--- src/rtl/sbpt_pkg.sv ---
// Shared constants and types of the 16-bit period timer.
// Assumes a 32-bit AXI4-Lite slave port with an 8-bit byte address.
package sbpt_pkg;

   // Register byte addresses
   localparam logic [7:0] OFS_CONTROL = 8'h00;
   localparam logic [7:0] OFS_COUNT_LOW = 8'h04;
   localparam logic [7:0] OFS_COUNT_HIGH = 8'h08;
   localparam logic [7:0] OFS_PERIOD_LOW = 8'h0C;
   localparam logic [7:0] OFS_PERIOD_HIGH = 8'h10;
   localparam logic [7:0] OFS_STATUS = 8'h14;

   // Reset values and maximum count
   localparam logic [7:0] CONTROL_RST = 8'h00;
   localparam logic [15:0] COUNT_RST = 16'h0000;
   localparam logic [7:0] BUFFER_RST = 8'h00;
   localparam logic [15:0] PERIOD_RST = 16'hFFFF;
   localparam logic [15:0] COUNT_MAX = 16'hFFFF;

   // Status register fields
   localparam int STATUS_FLAG_BIT = 0;
   localparam int STATUS_RUN_BIT = 1;

   // Sample history {newest, middle, oldest} that marks a rising edge
   localparam logic [2:0] RISE_PATTERN = 3'h6;

   // Prescaler terminal counts for codes 00, 01, 10, 11
   localparam logic [2:0] DIV1_LAST = 3'h0;
   localparam logic [2:0] DIV2_LAST = 3'h1;
   localparam logic [2:0] DIV4_LAST = 3'h3;
   localparam logic [2:0] DIV8_LAST = 3'h7;

   localparam logic [1:0] RESP_OKAY = 2'h0;
   localparam logic [1:0] RESP_SLVERR = 2'h2;

   typedef struct packed {
      logic sleep_run_enable;
      logic event_reset_disable;
      logic single_shot_select;
      logic [1:0] prescale_select;
      logic no_sync_select;
      logic clock_source_select;
      logic timer_enable;
   } sbpt_ctrl_type;

   typedef enum logic [3:0] {
      PH_Q1 = 4'h1,
      PH_Q2 = 4'h2,
      PH_Q3 = 4'h4,
      PH_Q4 = 4'h8
   } sbpt_phase_type;

endpackage

--- src/rtl/sbpt_top.sv ---
// 16-bit period timer/counter with AXI4-Lite register access.
// Assumes the external count clock and event reset are synchronous to CLK;
// one CLK period is one quarter phase of the instruction cycle.
//
// Notes on behaviour
// - 16-bit count, high byte via buffer
// - Period match rolls count, sets flag
// - Control bit 0 enables timer
// - Control bit 7 keeps the unsynchronized external counter running in sleep
// - Control bit 6 disables event reset
// - Control bit 5 selects single-shot
// - Bits 4-3 prescale by 1,2,4,8
// - Bit 2 bypasses sync, external only
// - Bit 1 selects external count pin
// - Timer mode counts on first quarter
// - Sync counter: three samples, count next Q1
// - Async counter counts unsynchronized edges
// - Disable keeps count; software may preload
// - Period writes accepted while running
// - Match or FFFFh clears; single-shot stops
// - Low read/write moves buffered high byte
// - Prescaler cleared by low write, disable, reset
// - Event reset clears; bus write wins
`timescale 1ns/10ps
module sbpt_top (
   input wire logic CLK, // System clock, one quarter phase
   input wire logic RST_N, // Synchronous reset
   input wire logic S_AXI_AWVALID, // Write address valid
   output logic S_AXI_AWREADY, // Write address ready
   input wire logic [7:0] S_AXI_AWADDR, // Write byte address
   input wire logic S_AXI_WVALID, // Write data valid
   output logic S_AXI_WREADY, // Write data ready
   input wire logic [31:0] S_AXI_WDATA, // Write data
   input wire logic [3:0] S_AXI_WSTRB, // Write byte strobes
   output logic S_AXI_BVALID, // Write response valid
   input wire logic S_AXI_BREADY, // Write response ready
   output logic [1:0] S_AXI_BRESP, // Write response
   input wire logic S_AXI_ARVALID, // Read address valid
   output logic S_AXI_ARREADY, // Read address ready
   input wire logic [7:0] S_AXI_ARADDR, // Read byte address
   output logic S_AXI_RVALID, // Read data valid
   input wire logic S_AXI_RREADY, // Read data ready
   output logic [31:0] S_AXI_RDATA, // Read data
   output logic [1:0] S_AXI_RRESP, // Read response
   input wire logic EXTERNAL_COUNT_CLOCK, // External count source
   input wire logic EVENT_RESET, // Special-event reset request
   input wire logic SLEEP, // Device sleep state
   output logic IRQ // Period-match interrupt request
);

   sbpt_pkg::sbpt_ctrl_type ctrl_r;
   sbpt_pkg::sbpt_phase_type phase_r;
   logic [15:0] count_r;
   logic [7:0] buffer_r;
   logic [15:0] period_r;
   logic flag_r;
   logic [2:0] pre_r;
   logic [2:0] pre_last;
   logic [2:0] samp_r;
   logic pend_r;
   logic ext_d_r;
   logic bvalid_r;
   logic [1:0] bresp_r;
   logic rvalid_r;
   logic [31:0] rdata_r;
   logic [1:0] rresp_r;
   logic wr_go;
   logic rd_go;
   logic wr_byte;
   logic wr_ctrl;
   logic wr_low;
   logic wr_high;
   logic wr_plow;
   logic wr_phigh;
   logic wr_stat;
   logic rd_low;
   logic q1;
   logic sample_now;
   logic sync_tick;
   logic async_tick;
   logic tick;
   logic run;
   logic count_en;
   logic match;
   logic evt;
   logic [31:0] rd_mux;
   logic rd_hit;

   ////////////////////////////////////////////////////////////////////////
   // AXI4-Lite slave

   // Address and data are taken together; one write and one read in flight
   assign wr_go = S_AXI_AWVALID & S_AXI_WVALID & ~bvalid_r;
   assign S_AXI_AWREADY = wr_go;
   assign S_AXI_WREADY = wr_go;
   assign rd_go = S_AXI_ARVALID & ~rvalid_r;
   assign S_AXI_ARREADY = rd_go;
   assign wr_byte = wr_go & S_AXI_WSTRB[0];

   assign wr_ctrl = wr_byte & (S_AXI_AWADDR == sbpt_pkg::OFS_CONTROL);
   assign wr_low = wr_byte & (S_AXI_AWADDR == sbpt_pkg::OFS_COUNT_LOW);
   assign wr_high = wr_byte & (S_AXI_AWADDR == sbpt_pkg::OFS_COUNT_HIGH);
   assign wr_plow = wr_byte & (S_AXI_AWADDR == sbpt_pkg::OFS_PERIOD_LOW);
   assign wr_phigh = wr_byte & (S_AXI_AWADDR == sbpt_pkg::OFS_PERIOD_HIGH);
   assign wr_stat = wr_byte & (S_AXI_AWADDR == sbpt_pkg::OFS_STATUS);
   assign rd_low = rd_go & (S_AXI_ARADDR == sbpt_pkg::OFS_COUNT_LOW);

   always_comb begin
      rd_mux = 32'h0000_0000;
      rd_hit = 1'b1;
      case (S_AXI_ARADDR)
         sbpt_pkg::OFS_CONTROL: rd_mux[7:0] = ctrl_r;
         sbpt_pkg::OFS_COUNT_LOW: rd_mux[7:0] = count_r[7:0];
         sbpt_pkg::OFS_COUNT_HIGH: rd_mux[7:0] = buffer_r;
         sbpt_pkg::OFS_PERIOD_LOW: rd_mux[7:0] = period_r[7:0];
         sbpt_pkg::OFS_PERIOD_HIGH: rd_mux[7:0] = period_r[15:8];
         sbpt_pkg::OFS_STATUS: begin
            rd_mux[sbpt_pkg::STATUS_FLAG_BIT] = flag_r;
            rd_mux[sbpt_pkg::STATUS_RUN_BIT] = run;
         end
         default: rd_hit = 1'b0;
      endcase
   end

   always_ff @(posedge CLK) begin
      if (!RST_N) begin
         bvalid_r <= 1'b0;
         bresp_r <= sbpt_pkg::RESP_OKAY;
      end else if (wr_go) begin
         bvalid_r <= 1'b1;
         bresp_r <= (wr_ctrl | wr_low | wr_high | wr_plow | wr_phigh | wr_stat |
                     ~S_AXI_WSTRB[0]) ? sbpt_pkg::RESP_OKAY : sbpt_pkg::RESP_SLVERR;
      end else if (S_AXI_BREADY) begin
         bvalid_r <= 1'b0;
      end
   end

   always_ff @(posedge CLK) begin
      if (!RST_N) begin
         rvalid_r <= 1'b0;
         rdata_r <= 32'h0000_0000;
         rresp_r <= sbpt_pkg::RESP_OKAY;
      end else if (rd_go) begin
         rvalid_r <= 1'b1;
         rdata_r <= rd_mux;
         rresp_r <= rd_hit ? sbpt_pkg::RESP_OKAY : sbpt_pkg::RESP_SLVERR;
      end else if (S_AXI_RREADY) begin
         rvalid_r <= 1'b0;
      end
   end

   assign S_AXI_BVALID = bvalid_r;
   assign S_AXI_BRESP = bresp_r;
   assign S_AXI_RVALID = rvalid_r;
   assign S_AXI_RDATA = rdata_r;
   assign S_AXI_RRESP = rresp_r;

   ////////////////////////////////////////////////////////////////////////
   // Quarter phases and count sources

   always_ff @(posedge CLK) begin
      if (!RST_N) begin
         phase_r <= sbpt_pkg::PH_Q1;
      end else begin
         case (phase_r)
            sbpt_pkg::PH_Q1: phase_r <= sbpt_pkg::PH_Q2;
            sbpt_pkg::PH_Q2: phase_r <= sbpt_pkg::PH_Q3;
            sbpt_pkg::PH_Q3: phase_r <= sbpt_pkg::PH_Q4;
            sbpt_pkg::PH_Q4: phase_r <= sbpt_pkg::PH_Q1;
            default: phase_r <= sbpt_pkg::PH_Q1;
         endcase
      end
   end

   assign q1 = (phase_r == sbpt_pkg::PH_Q1);
   assign sample_now = (phase_r == sbpt_pkg::PH_Q2) | (phase_r == sbpt_pkg::PH_Q4);

   // Pin sampled on Q2 and Q4; edges narrower than half a cycle are missed
   always_ff @(posedge CLK) begin
      if (!RST_N) begin
         samp_r <= 3'h0;
         pend_r <= 1'b0;
      end else begin
         if (sample_now) begin
            samp_r <= {EXTERNAL_COUNT_CLOCK, samp_r[2:1]};
         end
         if (sample_now && {EXTERNAL_COUNT_CLOCK, samp_r[2:1]} == sbpt_pkg::RISE_PATTERN) begin
            pend_r <= 1'b1;
         end else if (q1) begin
            pend_r <= 1'b0;
         end
      end
   end

   always_ff @(posedge CLK) begin
      if (!RST_N) begin
         ext_d_r <= 1'b0;
      end else begin
         ext_d_r <= EXTERNAL_COUNT_CLOCK;
      end
   end

   assign sync_tick = q1 & pend_r;
   assign async_tick = EXTERNAL_COUNT_CLOCK & ~ext_d_r;
   // No-sync bit only matters with the external source
   assign tick = ctrl_r.clock_source_select ?
                 (ctrl_r.no_sync_select ? async_tick : sync_tick) : q1;

   // Sleep stops all but the unsynchronized external counter with sleep-run enabled
   assign run = ctrl_r.timer_enable & (~SLEEP | (ctrl_r.sleep_run_enable &
                ctrl_r.clock_source_select & ctrl_r.no_sync_select));

   ////////////////////////////////////////////////////////////////////////
   // Prescaler

   always_comb begin
      case (ctrl_r.prescale_select)
         2'h0: pre_last = sbpt_pkg::DIV1_LAST;
         2'h1: pre_last = sbpt_pkg::DIV2_LAST;
         2'h2: pre_last = sbpt_pkg::DIV4_LAST;
         2'h3: pre_last = sbpt_pkg::DIV8_LAST;
         default: pre_last = sbpt_pkg::DIV1_LAST;
      endcase
   end

   always_ff @(posedge CLK) begin
      if (!RST_N || !ctrl_r.timer_enable || wr_low) begin
         pre_r <= 3'h0;
      end else if (run && tick) begin
         pre_r <= (pre_r >= pre_last) ? 3'h0 : pre_r + 3'h1;
      end
   end

   assign count_en = run & tick & (pre_r >= pre_last);

   ////////////////////////////////////////////////////////////////////////
   // Count, buffer, period, control, flag

   assign match = (count_r == period_r) | (count_r == sbpt_pkg::COUNT_MAX);
   assign evt = EVENT_RESET & ~ctrl_r.event_reset_disable;

   always_ff @(posedge CLK) begin
      if (!RST_N) begin
         count_r <= sbpt_pkg::COUNT_RST;
      end else if (wr_low) begin
         count_r <= {buffer_r, S_AXI_WDATA[7:0]};
      end else if (evt) begin
         count_r <= sbpt_pkg::COUNT_RST;
      end else if (count_en) begin
         count_r <= match ? sbpt_pkg::COUNT_RST : count_r + 16'h0001;
      end
   end

   always_ff @(posedge CLK) begin
      if (!RST_N) begin
         buffer_r <= sbpt_pkg::BUFFER_RST;
      end else if (wr_high) begin
         buffer_r <= S_AXI_WDATA[7:0];
      end else if (rd_low) begin
         buffer_r <= count_r[15:8];
      end
   end

   always_ff @(posedge CLK) begin
      if (!RST_N) begin
         period_r <= sbpt_pkg::PERIOD_RST;
      end else begin
         if (wr_plow) begin
            period_r[7:0] <= S_AXI_WDATA[7:0];
         end
         if (wr_phigh) begin
            period_r[15:8] <= S_AXI_WDATA[7:0];
         end
      end
   end

   // A software write to control wins over the hardware enable changes
   always_ff @(posedge CLK) begin
      if (!RST_N) begin
         ctrl_r <= sbpt_pkg::CONTROL_RST;
      end else if (wr_ctrl) begin
         ctrl_r <= S_AXI_WDATA[7:0];
      end else if (count_en && match && ctrl_r.single_shot_select) begin
         ctrl_r.timer_enable <= 1'b0;
      end else if (evt && ctrl_r.single_shot_select && !ctrl_r.timer_enable) begin
         ctrl_r.timer_enable <= 1'b1;
      end
   end

   // Set wins over a write-one clear in the same cycle
   always_ff @(posedge CLK) begin
      if (!RST_N) begin
         flag_r <= 1'b0;
      end else if (count_en && match) begin
         flag_r <= 1'b1;
      end else if (wr_stat && S_AXI_WDATA[sbpt_pkg::STATUS_FLAG_BIT]) begin
         flag_r <= 1'b0;
      end
   end

   assign IRQ = flag_r;
endmodule

--- config.mk ---
export PLATFORM = sky130hd
export DESIGN_NAME = sbpt_top
export DESIGN_NICKNAME = d
export VERILOG_FILES = /design/src/rtl/sbpt_pkg.sv /design/src/rtl/sbpt_top.sv
export SDC_FILE = /design/constraint.sdc
export NUM_CORES = 1
export LEC_CHECK = 0
export ABC_AREA = 1
export BUFFER_PORTS_ARGS = -buffer_cell sky130_fd_sc_hd__buf_2
export CAP_MARGIN = 20
export CORE_ASPECT_RATIO = 1.75
export CORE_UTILIZATION = 59
export CTS_BUF_LIST = sky130_fd_sc_hd__clkbuf_16
export DETAILED_ROUTE_END_ITERATION = 8
export MAX_ROUTING_LAYER = met4
export PLACE_DENSITY_LB_ADDON = 0.05
export SKIP_CTS_REPAIR_TIMING = 1
export SLEW_MARGIN = 20
export SYNTH_ARGS = -nofsm -noshare
export SYNTH_HDL_FRONTEND = slang
export SYNTH_SLANG_ARGS = --single-unit
export TNS_END_PERCENT = 5
--- constraint.sdc ---
create_clock -name CLK -period 3.4 [get_ports CLK]
set_input_delay 0 -clock CLK [delete_from_list [all_inputs] [get_ports CLK]]
set_output_delay 0 -clock CLK [all_outputs]
set_load 0.05 [all_outputs]
Yosys cells after proc, flatten, opt, wreduce, memory -nomap -nowiden
Cells that the tools add are included.
{"block": "totals", "register_bits": 75, "input_bits": 62, "out_inout_bits": 42, "word_cells": 128}
{"block": "op_classes", "addsub": 2, "magnitude_cmp": 1, "n_eq_ne": 20, "muxes": 27, "bitwise": 34, "reduce_logical": 22}
{"cell": "2-to-1 mux 16 bit", "count": 4}
{"cell": "equality test 8 x 4 -> 1 bit, second input constant", "count": 4}
{"cell": "equality test 8 x 5 -> 1 bit, second input constant", "count": 4}
{"cell": "case mux 6 bit (5 select lines)", "count": 1}
{"cell": "bitwise AND 1 bit", "count": 19}
{"cell": "adder 16 x 1 -> 16 bit, second input constant", "count": 1}
{"cell": "equality test 16 bit", "count": 1}
{"cell": "equality test 16 bit, second input constant", "count": 1}
{"cell": "equality test 8 x 3 -> 1 bit, second input constant", "count": 2}
{"cell": "logical NOT 8 bit", "count": 2}
{"cell": "2-to-1 mux 8 bit", "count": 2}
{"cell": "2-to-1 mux 1 bit", "count": 14}
{"cell": "case mux 2 bit (6 select lines)", "count": 1}
{"cell": "case mux 3 bit (4 select lines)", "count": 1}
{"cell": "case mux 4 bit (3 select lines)", "count": 1}
{"cell": "nonzero test 2 bit", "count": 5}
{"cell": "bitwise OR 1 bit", "count": 9}
{"cell": "logical AND 1 bit", "count": 7}
{"cell": "NOT 1 bit", "count": 6}
{"cell": "nonzero test 3 bit", "count": 2}
{"cell": "OR reduction 6 bit", "count": 1}
{"cell": "equality test 2 bit, second input constant", "count": 2}
{"cell": "equality test 4 x 1 -> 1 bit, second input constant", "count": 1}
{"cell": "equality test 4 x 2 -> 1 bit, second input constant", "count": 1}
{"cell": "11 further kinds", "count": 14}

Longest topological paths before layout
{"block": "depth", "ltp_word": 11, "depth_mapped": 12, "depth_no_buf": 11}

Worst setup path before layout
No wires, ideal clock.
{"block": "synth_timing", "kind": "reg-to-reg", "from": "register bvalid_r (netlist: S_AXI_BVALID)", "to": "register count_r[12]", "setup_time_ps": 118, "t_arrival_ps": 1995, "required_ps": 3282, "path_slack_ps": 1287, "stages_incl_launch_ff": 8, "path_buffers": 1, "synth_period_minus_slack_ps": 2113, "path_cell_list": "dfxtp_1 -> nor2_2 -> nand2_2 -> nor2_8 -> a21oi_4 -> buf_2 -> a21oi_1 -> a21oi_2"}
{"block": "synth_between", "elab_chain_len": 5, "elab_cells_between_ends": 6, "classes_between": "1 x mux; 4 x bitwise; 1 x reduce/logical"}
{"element": "start: declaration", "line_no": "sbpt_top.sv:62", "rtl": "logic bvalid_r;"}
{"element": "start signal: assignment", "line_no": "sbpt_top.sv:127", "rtl": "bvalid_r <= 1'b0;"}
{"element": "start signal: assignment", "line_no": "sbpt_top.sv:130", "rtl": "bvalid_r <= 1'b1;"}
{"element": "start signal: assignment", "line_no": "sbpt_top.sv:134", "rtl": "bvalid_r <= 1'b0;"}
{"element": "NOT 1 bit *", "line_no": "sbpt_top.sv:93", "rtl": "assign wr_go = S_AXI_AWVALID & S_AXI_WVALID & ~bvalid_r;"}
{"element": "bitwise AND 1 bit *", "line_no": "sbpt_top.sv:93"}
{"element": "named net S_AXI_AWREADY", "line_no": "sbpt_top.sv:29", "rtl": "output logic S_AXI_AWREADY,"}
{"element": "bitwise AND 1 bit *", "line_no": "sbpt_top.sv:98", "rtl": "assign wr_byte = wr_go & S_AXI_WSTRB[0];"}
{"element": "bitwise AND 1 bit *", "line_no": "sbpt_top.sv:101", "rtl": "assign wr_low = wr_byte & (S_AXI_AWADDR == sbpt_pkg::OFS_COUNT_LOW);"}
{"element": "nonzero test 3 bit (no line) / 2-to-1 mux 16 bit (equally long branches)"}
{"element": "end signal: assignment", "line_no": "sbpt_top.sv:244", "rtl": "count_r <= sbpt_pkg::COUNT_RST;"}
{"element": "end signal: assignment", "line_no": "sbpt_top.sv:246", "rtl": "count_r <= {buffer_r, S_AXI_WDATA[7:0]};"}
{"element": "end signal: assignment", "line_no": "sbpt_top.sv:248", "rtl": "count_r <= sbpt_pkg::COUNT_RST;"}
{"element": "end: declaration", "line_no": "sbpt_top.sv:53", "rtl": "logic [15:0] count_r;"}
Mark *: on every way through the listed nets, which the timed path passes. The rest lies on a longest branch.
A chain may end at the register's enable or synchronous reset.

Worst setup path in the final report
{"block": "layout_timing", "from": "register ctrl_r[4] (netlist bit)", "to": "register count_r[1]"}
{"block": "layout_between", "elab_chain_len": 5, "elab_cells_between_ends": 8, "classes_between": "1 x order compare; 3 x eq/ne; 1 x mux; 1 x bitwise; 2 x reduce/logical"}
{"element": "start: declaration", "line_no": "sbpt_top.sv:51", "rtl": "sbpt_pkg::sbpt_ctrl_type ctrl_r;"}
{"element": "start signal: assignment", "line_no": "sbpt_top.sv:280", "rtl": "ctrl_r <= sbpt_pkg::CONTROL_RST;"}
{"element": "start signal: assignment", "line_no": "sbpt_top.sv:282", "rtl": "ctrl_r <= S_AXI_WDATA[7:0];"}
{"element": "equality test 2 bit, or another cell as far along", "line_no": "sbpt_top.sv:217", "rtl": "case (ctrl_r.prescale_select)"}
{"element": "case mux 3 bit (4 select lines) *", "line_no": "sbpt_top.sv:217"}
{"element": ">= comparator 3 bit *", "line_no": "sbpt_top.sv:234", "rtl": "assign count_en = run & tick & (pre_r >= pre_last);"}
{"element": "bitwise AND 1 bit *", "line_no": "sbpt_top.sv:234"}
{"element": "nonzero test 3 bit (no line) *"}
Every way passes the cells marked *; elsewhere a longest branch is shown, timed or not.

==> flow_summary.rst <==
.. list-table::
   :header-rows: 1

   * - Metric
     - Value
   * - Cell count after synthesis
     - 656
   * - Detailed-route wire length
     - 12.8 mm
   * - Worst r2r src
     - ctrl_r[4]$_SDFFE_PN0P_
   * - Setup slack after placement
     - 1.42 ns
   * - Portion of the clock cycle consumed by the worst path in the final layout
     - 0.587
   * - Worst-case headroom to the max-slew limit
     - 0.656
   * - Reg2reg path depth
     - 11
   * - Routed vias
     - 4358
   * - Worst setup skew after layout
     - 0.00655 ns
   * - Adder-cell share of the synthesized area
     - 0.0138
   * - Total negative slack
     - 0 ns
   * - Final Power
     - 2.13 mW
   * - Post-DRT Antenna Nets
     - 0
   * - Classification of the worst-slack hold path
     - in -> reg
   * - Synthesized cell area
     - 4530 µm²
   * - Max Clock Freq
     - 0.501 GHz
   * - Total count of max-transition violations in the final report
     - 0
   * - Status
     - complete, but fails checks
   * - Count of fill cells added during filler insertion
     - 671
   * - Pin count of the biggest net entering global routing
     - 53
   * - Syn avg cell area
     - 6.91 µm²
   * - Synthesized-area fraction occupied by ao, oa, aoi and oai cells
     - 0.209
   * - Via count normalized by instance count
     - 5.47
   * - Vias in the first global route
     - 4012
   * - Initial Util
     - 0.603
   * - Synth Area in Simple Gates
     - 0.291
   * - Slew at the pin closest to its max-slew limit
     - 0.517 ns
   * - Final Hold Viols
     - 1
   * - Initial DRC Count
     - 292
   * - Worst Setup Slack, final
     - 1.41 ns
   * - Clock H-tree levels
     - 3
   * - Die Ht
     - 118 µm
   * - Number of iterations in the first detailed-routing pass
     - 5
   * - Worst-path clk slew
     - 0.06 ns
   * - Classification of the worst setup path
     - reg -> reg
   * - Number of different library cells in the post-synthesis netlist
     - 42
   * - RSZ-0062 raised after global routing
     - false
   * - Sort of element at the start of the critical path
     - register
   * - Worst flop-to-flop path endpoint
     - count_r[1]$_SDFFE_PN0P_
   * - Violated checks
     - negative hold slack
   * - Endpoint type of the worst setup path
     - register
   * - XOR/XNOR Fraction of Synth Area
     - 0.0193
   * - Cell count after placement
     - 777
   * - Proportion of synthesized chip area in sequential cells
     - 0.318
   * - GPL Wtd Cong
     - 0.977
   * - Worst Path Required
     - 3.62 ns
   * - Share of layout cells above drive strength 1
     - 0.188
   * - Power per cell area
     - 424 nW/µm²
   * - Critical hold path startpoint
     - S_AXI_WDATA[6]
   * - CTS Buf Count
     - 9
   * - Insertion delay to the later sink of the worst-skew pair
     - 0.34 ns
   * - Maximum clock insertion buffer count
     - 2
   * - Setup violations, final
     - 0
   * - Input/output buffers
     - 50
   * - Share of cell area taken by muxes after synthesis
     - 0
   * - Die Footprint
     - 8050 µm²
   * - HPWL after detailed placement
     - 9.61 mm
   * - Area of the core
     - 7510 µm²
   * - Remaining DRCs
     - 0
   * - Worst VDD drop
     - 0.307 mV
   * - Antenna cell count
     - 0
   * - Number of synthesis warnings
     - 0
   * - Combined global-route utilization of all metal layers
     - 0.343
   * - Average detailed-routed wire length per instance
     - 16.0 µm
   * - Synth-to-layout area growth
     - 11.0%
   * - CP arrival
     - 2.22 ns
   * - Post-synth EDFFs
     - 0
   * - Overflow left after global routing
     - 0
   * - Register bit total from synthesis
     - 72
   * - Global-route wire length before repair
     - 19.6 mm
   * - Max-cap violations
     - 0
   * - Maximum fanout count along the critical path
     - 18
   * - Tightest hold margin
     - -0.0417 ns
   * - Cell at the root of the clock tree
     - clkbuf_16
   * - CTS tree
     - built
   * - Largest family of logic cells by synthesized area
     - simple AND/OR/NAND/NOR gates
   * - Post-route insts no fill
     - 797
   * - Die width
     - 68.3 µm
   * - Antenna violations before repair
     - 0
   * - Worst-case register-to-register setup slack
     - 1.41 ns
   * - Number of cells traversed by the worst hold path
     - 3
   * - Final critical delay including setup and external delays
     - 1.99 ns
   * - Num rows
     - 42
   * - Hold Crit Endpoint
     - buffer_r[6]$_SDFFE_PN0P_
   * - Count of nets after finishing
     - 771
   * - Most instantiated flip-flop cell in the synthesis netlist
     - dfxtp_1
   * - Share of flip-flops with an asynchronous set or reset after synthesis
     - 0
   * - Number of I/O pins
     - 104
   * - Pleak
     - 2.44 nW
   * - Number of sinks on the clock net
     - 72
## cell usage in the layout, fill, tap and decap left out, types with 3 or more instances in the layout
master | synthesis | routed
a21oi_1 | 59 | 59
a21oi_2 | 11 | 11
buf_2 | 6 | 50
buf_4 | 27 | 4
clkbuf_16 | 0 | 9
clkinv_1 | 2 | 4
conb_1 | 1 | 26
dfxtp_1 | 72 | 72
dlygate4sd3_1 | 0 | 4
ha_1 | 5 | 5
inv_1 | 78 | 80
inv_2 | 13 | 13
nand2_1 | 119 | 119
nand2_2 | 3 | 3
nand2_4 | 8 | 8
nand3_1 | 20 | 20
nand3_2 | 14 | 14
nand4_1 | 4 | 4
nor2_1 | 60 | 60
nor2_2 | 3 | 3
nor2_4 | 3 | 3
nor3_1 | 14 | 14
nor3_4 | 3 | 3
o211ai_1 | 16 | 16
o21ai_0 | 32 | 32
o21ai_1 | 32 | 32
o22ai_1 | 11 | 11
xor2_1 | 10 | 10
## how the worst max path moves through the flow
| stage | slack, ns | depth (start not counted) | startpoint | end |
|---|---|---|---|---|
| global placement | 1.48 | 11 | ctrl_r[4]$_SDFFE_PN0P_ | count_r[2]$_SDFFE_PN0P_ |
| global route | 1.26 | 11 | ctrl_r[4]$_SDFFE_PN0P_ | count_r[0]$_SDFFE_PN0P_ |
| floorplan | 1.29 | 7 | S_AXI_BVALID$_SDFFE_PN0P_ | count_r[12]$_SDFFE_PN0P_ |
| detailed placement | 1.42 | 11 | ctrl_r[4]$_SDFFE_PN0P_ | count_r[2]$_SDFFE_PN0P_ |
| CTS | 1.41 | 11 | ctrl_r[4]$_SDFFE_PN0P_ | count_r[3]$_SDFFE_PN0P_ |
| finish | 1.41 | 11 | ctrl_r[4]$_SDFFE_PN0P_ | count_r[1]$_SDFFE_PN0P_ |
## synth_stat cells, drive strengths merged, types with 10 or more instances
cell type  number  area (µm²)
o211ai         16         120
buf            36         270
clkbuf         10        37.5
a21oi          71         408
nor3           19         139
nand2         130         556
nand3          34         240
o21ai          65         329
o22ai          11        68.8
inv            92         348
dfxtp          72        1440
nor2           67         298
xor2           10        87.6
## per-stage QoR
stage               hold WS [ns]  area [µm²]   util
detailed placement         0.251        4710  0.627
global route             0.00608        5030  0.669
finish                   -0.0417        5030  0.669
CTS                      -0.0917        4990  0.664
global placement           0.228        4710  0.627
floorplan                 0.0935        4630      -
## layer usage
layer  track usage  vias to the layer above  wire length (µm)
met1         0.371                     1970              4850
li1              -                     2192                 -
met3        0.0475                       54               545
met2         0.545                      142              6450
met5             -                        -                 0
met4         0.250                        0               927
## report_power, final
group	switching [mW]	internal, mW
combinational	0.243	0.0827
sequential	0.0304	0.874
clock	0.349	0.554
total	0.623	1.51
## cells by family (layout without fill, tap and decap cells)
| family | count (synthesis) | after routing |
|---|---|---|
| adders and majority gates | 5 | 5 |
| buffers and inverters | 141 | 169 |
| xor gates and xnor gates | 10 | 10 |
| DFF | 72 | 72 |
| and+or+nand+nor | 261 | 261 |
| AOI/OAI and AO/OA | 166 | 166 |
| other | 1 | 26 |
## sequential cells by signal, indices dropped and copies added, names as in the netlist
| register | count |
|---|---|
| count_r | 16 |
| period_r | 16 |
| S_AXI_RDATA | 8 |
| buffer_r | 8 |
| ctrl_r | 8 |
| phase_r | 4 |
| pre_r | 3 |
| samp_r | 2 |
| IRQ | 1 |
| S_AXI_BRESP | 1 |
| S_AXI_BVALID | 1 |
| S_AXI_RRESP | 1 |
| S_AXI_RVALID | 1 |
| ext_d_r | 1 |
| pend_r | 1 |
## area by class of cell
cell class	instances	area, µm²	area share
inverter	95	364	0.0724
clock inverter	7	55.1	0.0109
sequential	72	1440	0.286
tap	88	110	0.0219
timing repair buffer	58	320	0.0637
clock buffer	9	225	0.0448
multi-input combinational	468	2510	0.500
## critical path, stage by stage (launching register included)
cell and delay [ns]:
dfxtp_1 0.30, inv_1 0.12, nand2_1 0.07, ha_1 0.26
inv_1 0.05, nand2_1 0.04, a21o_1 0.16, a21o_1 0.19
nand2_4 0.22, nand2_4 0.19, o21ai_0 0.21, a21oi_1 0.06
No activity file was read; power rests on OpenSTA's default activity.
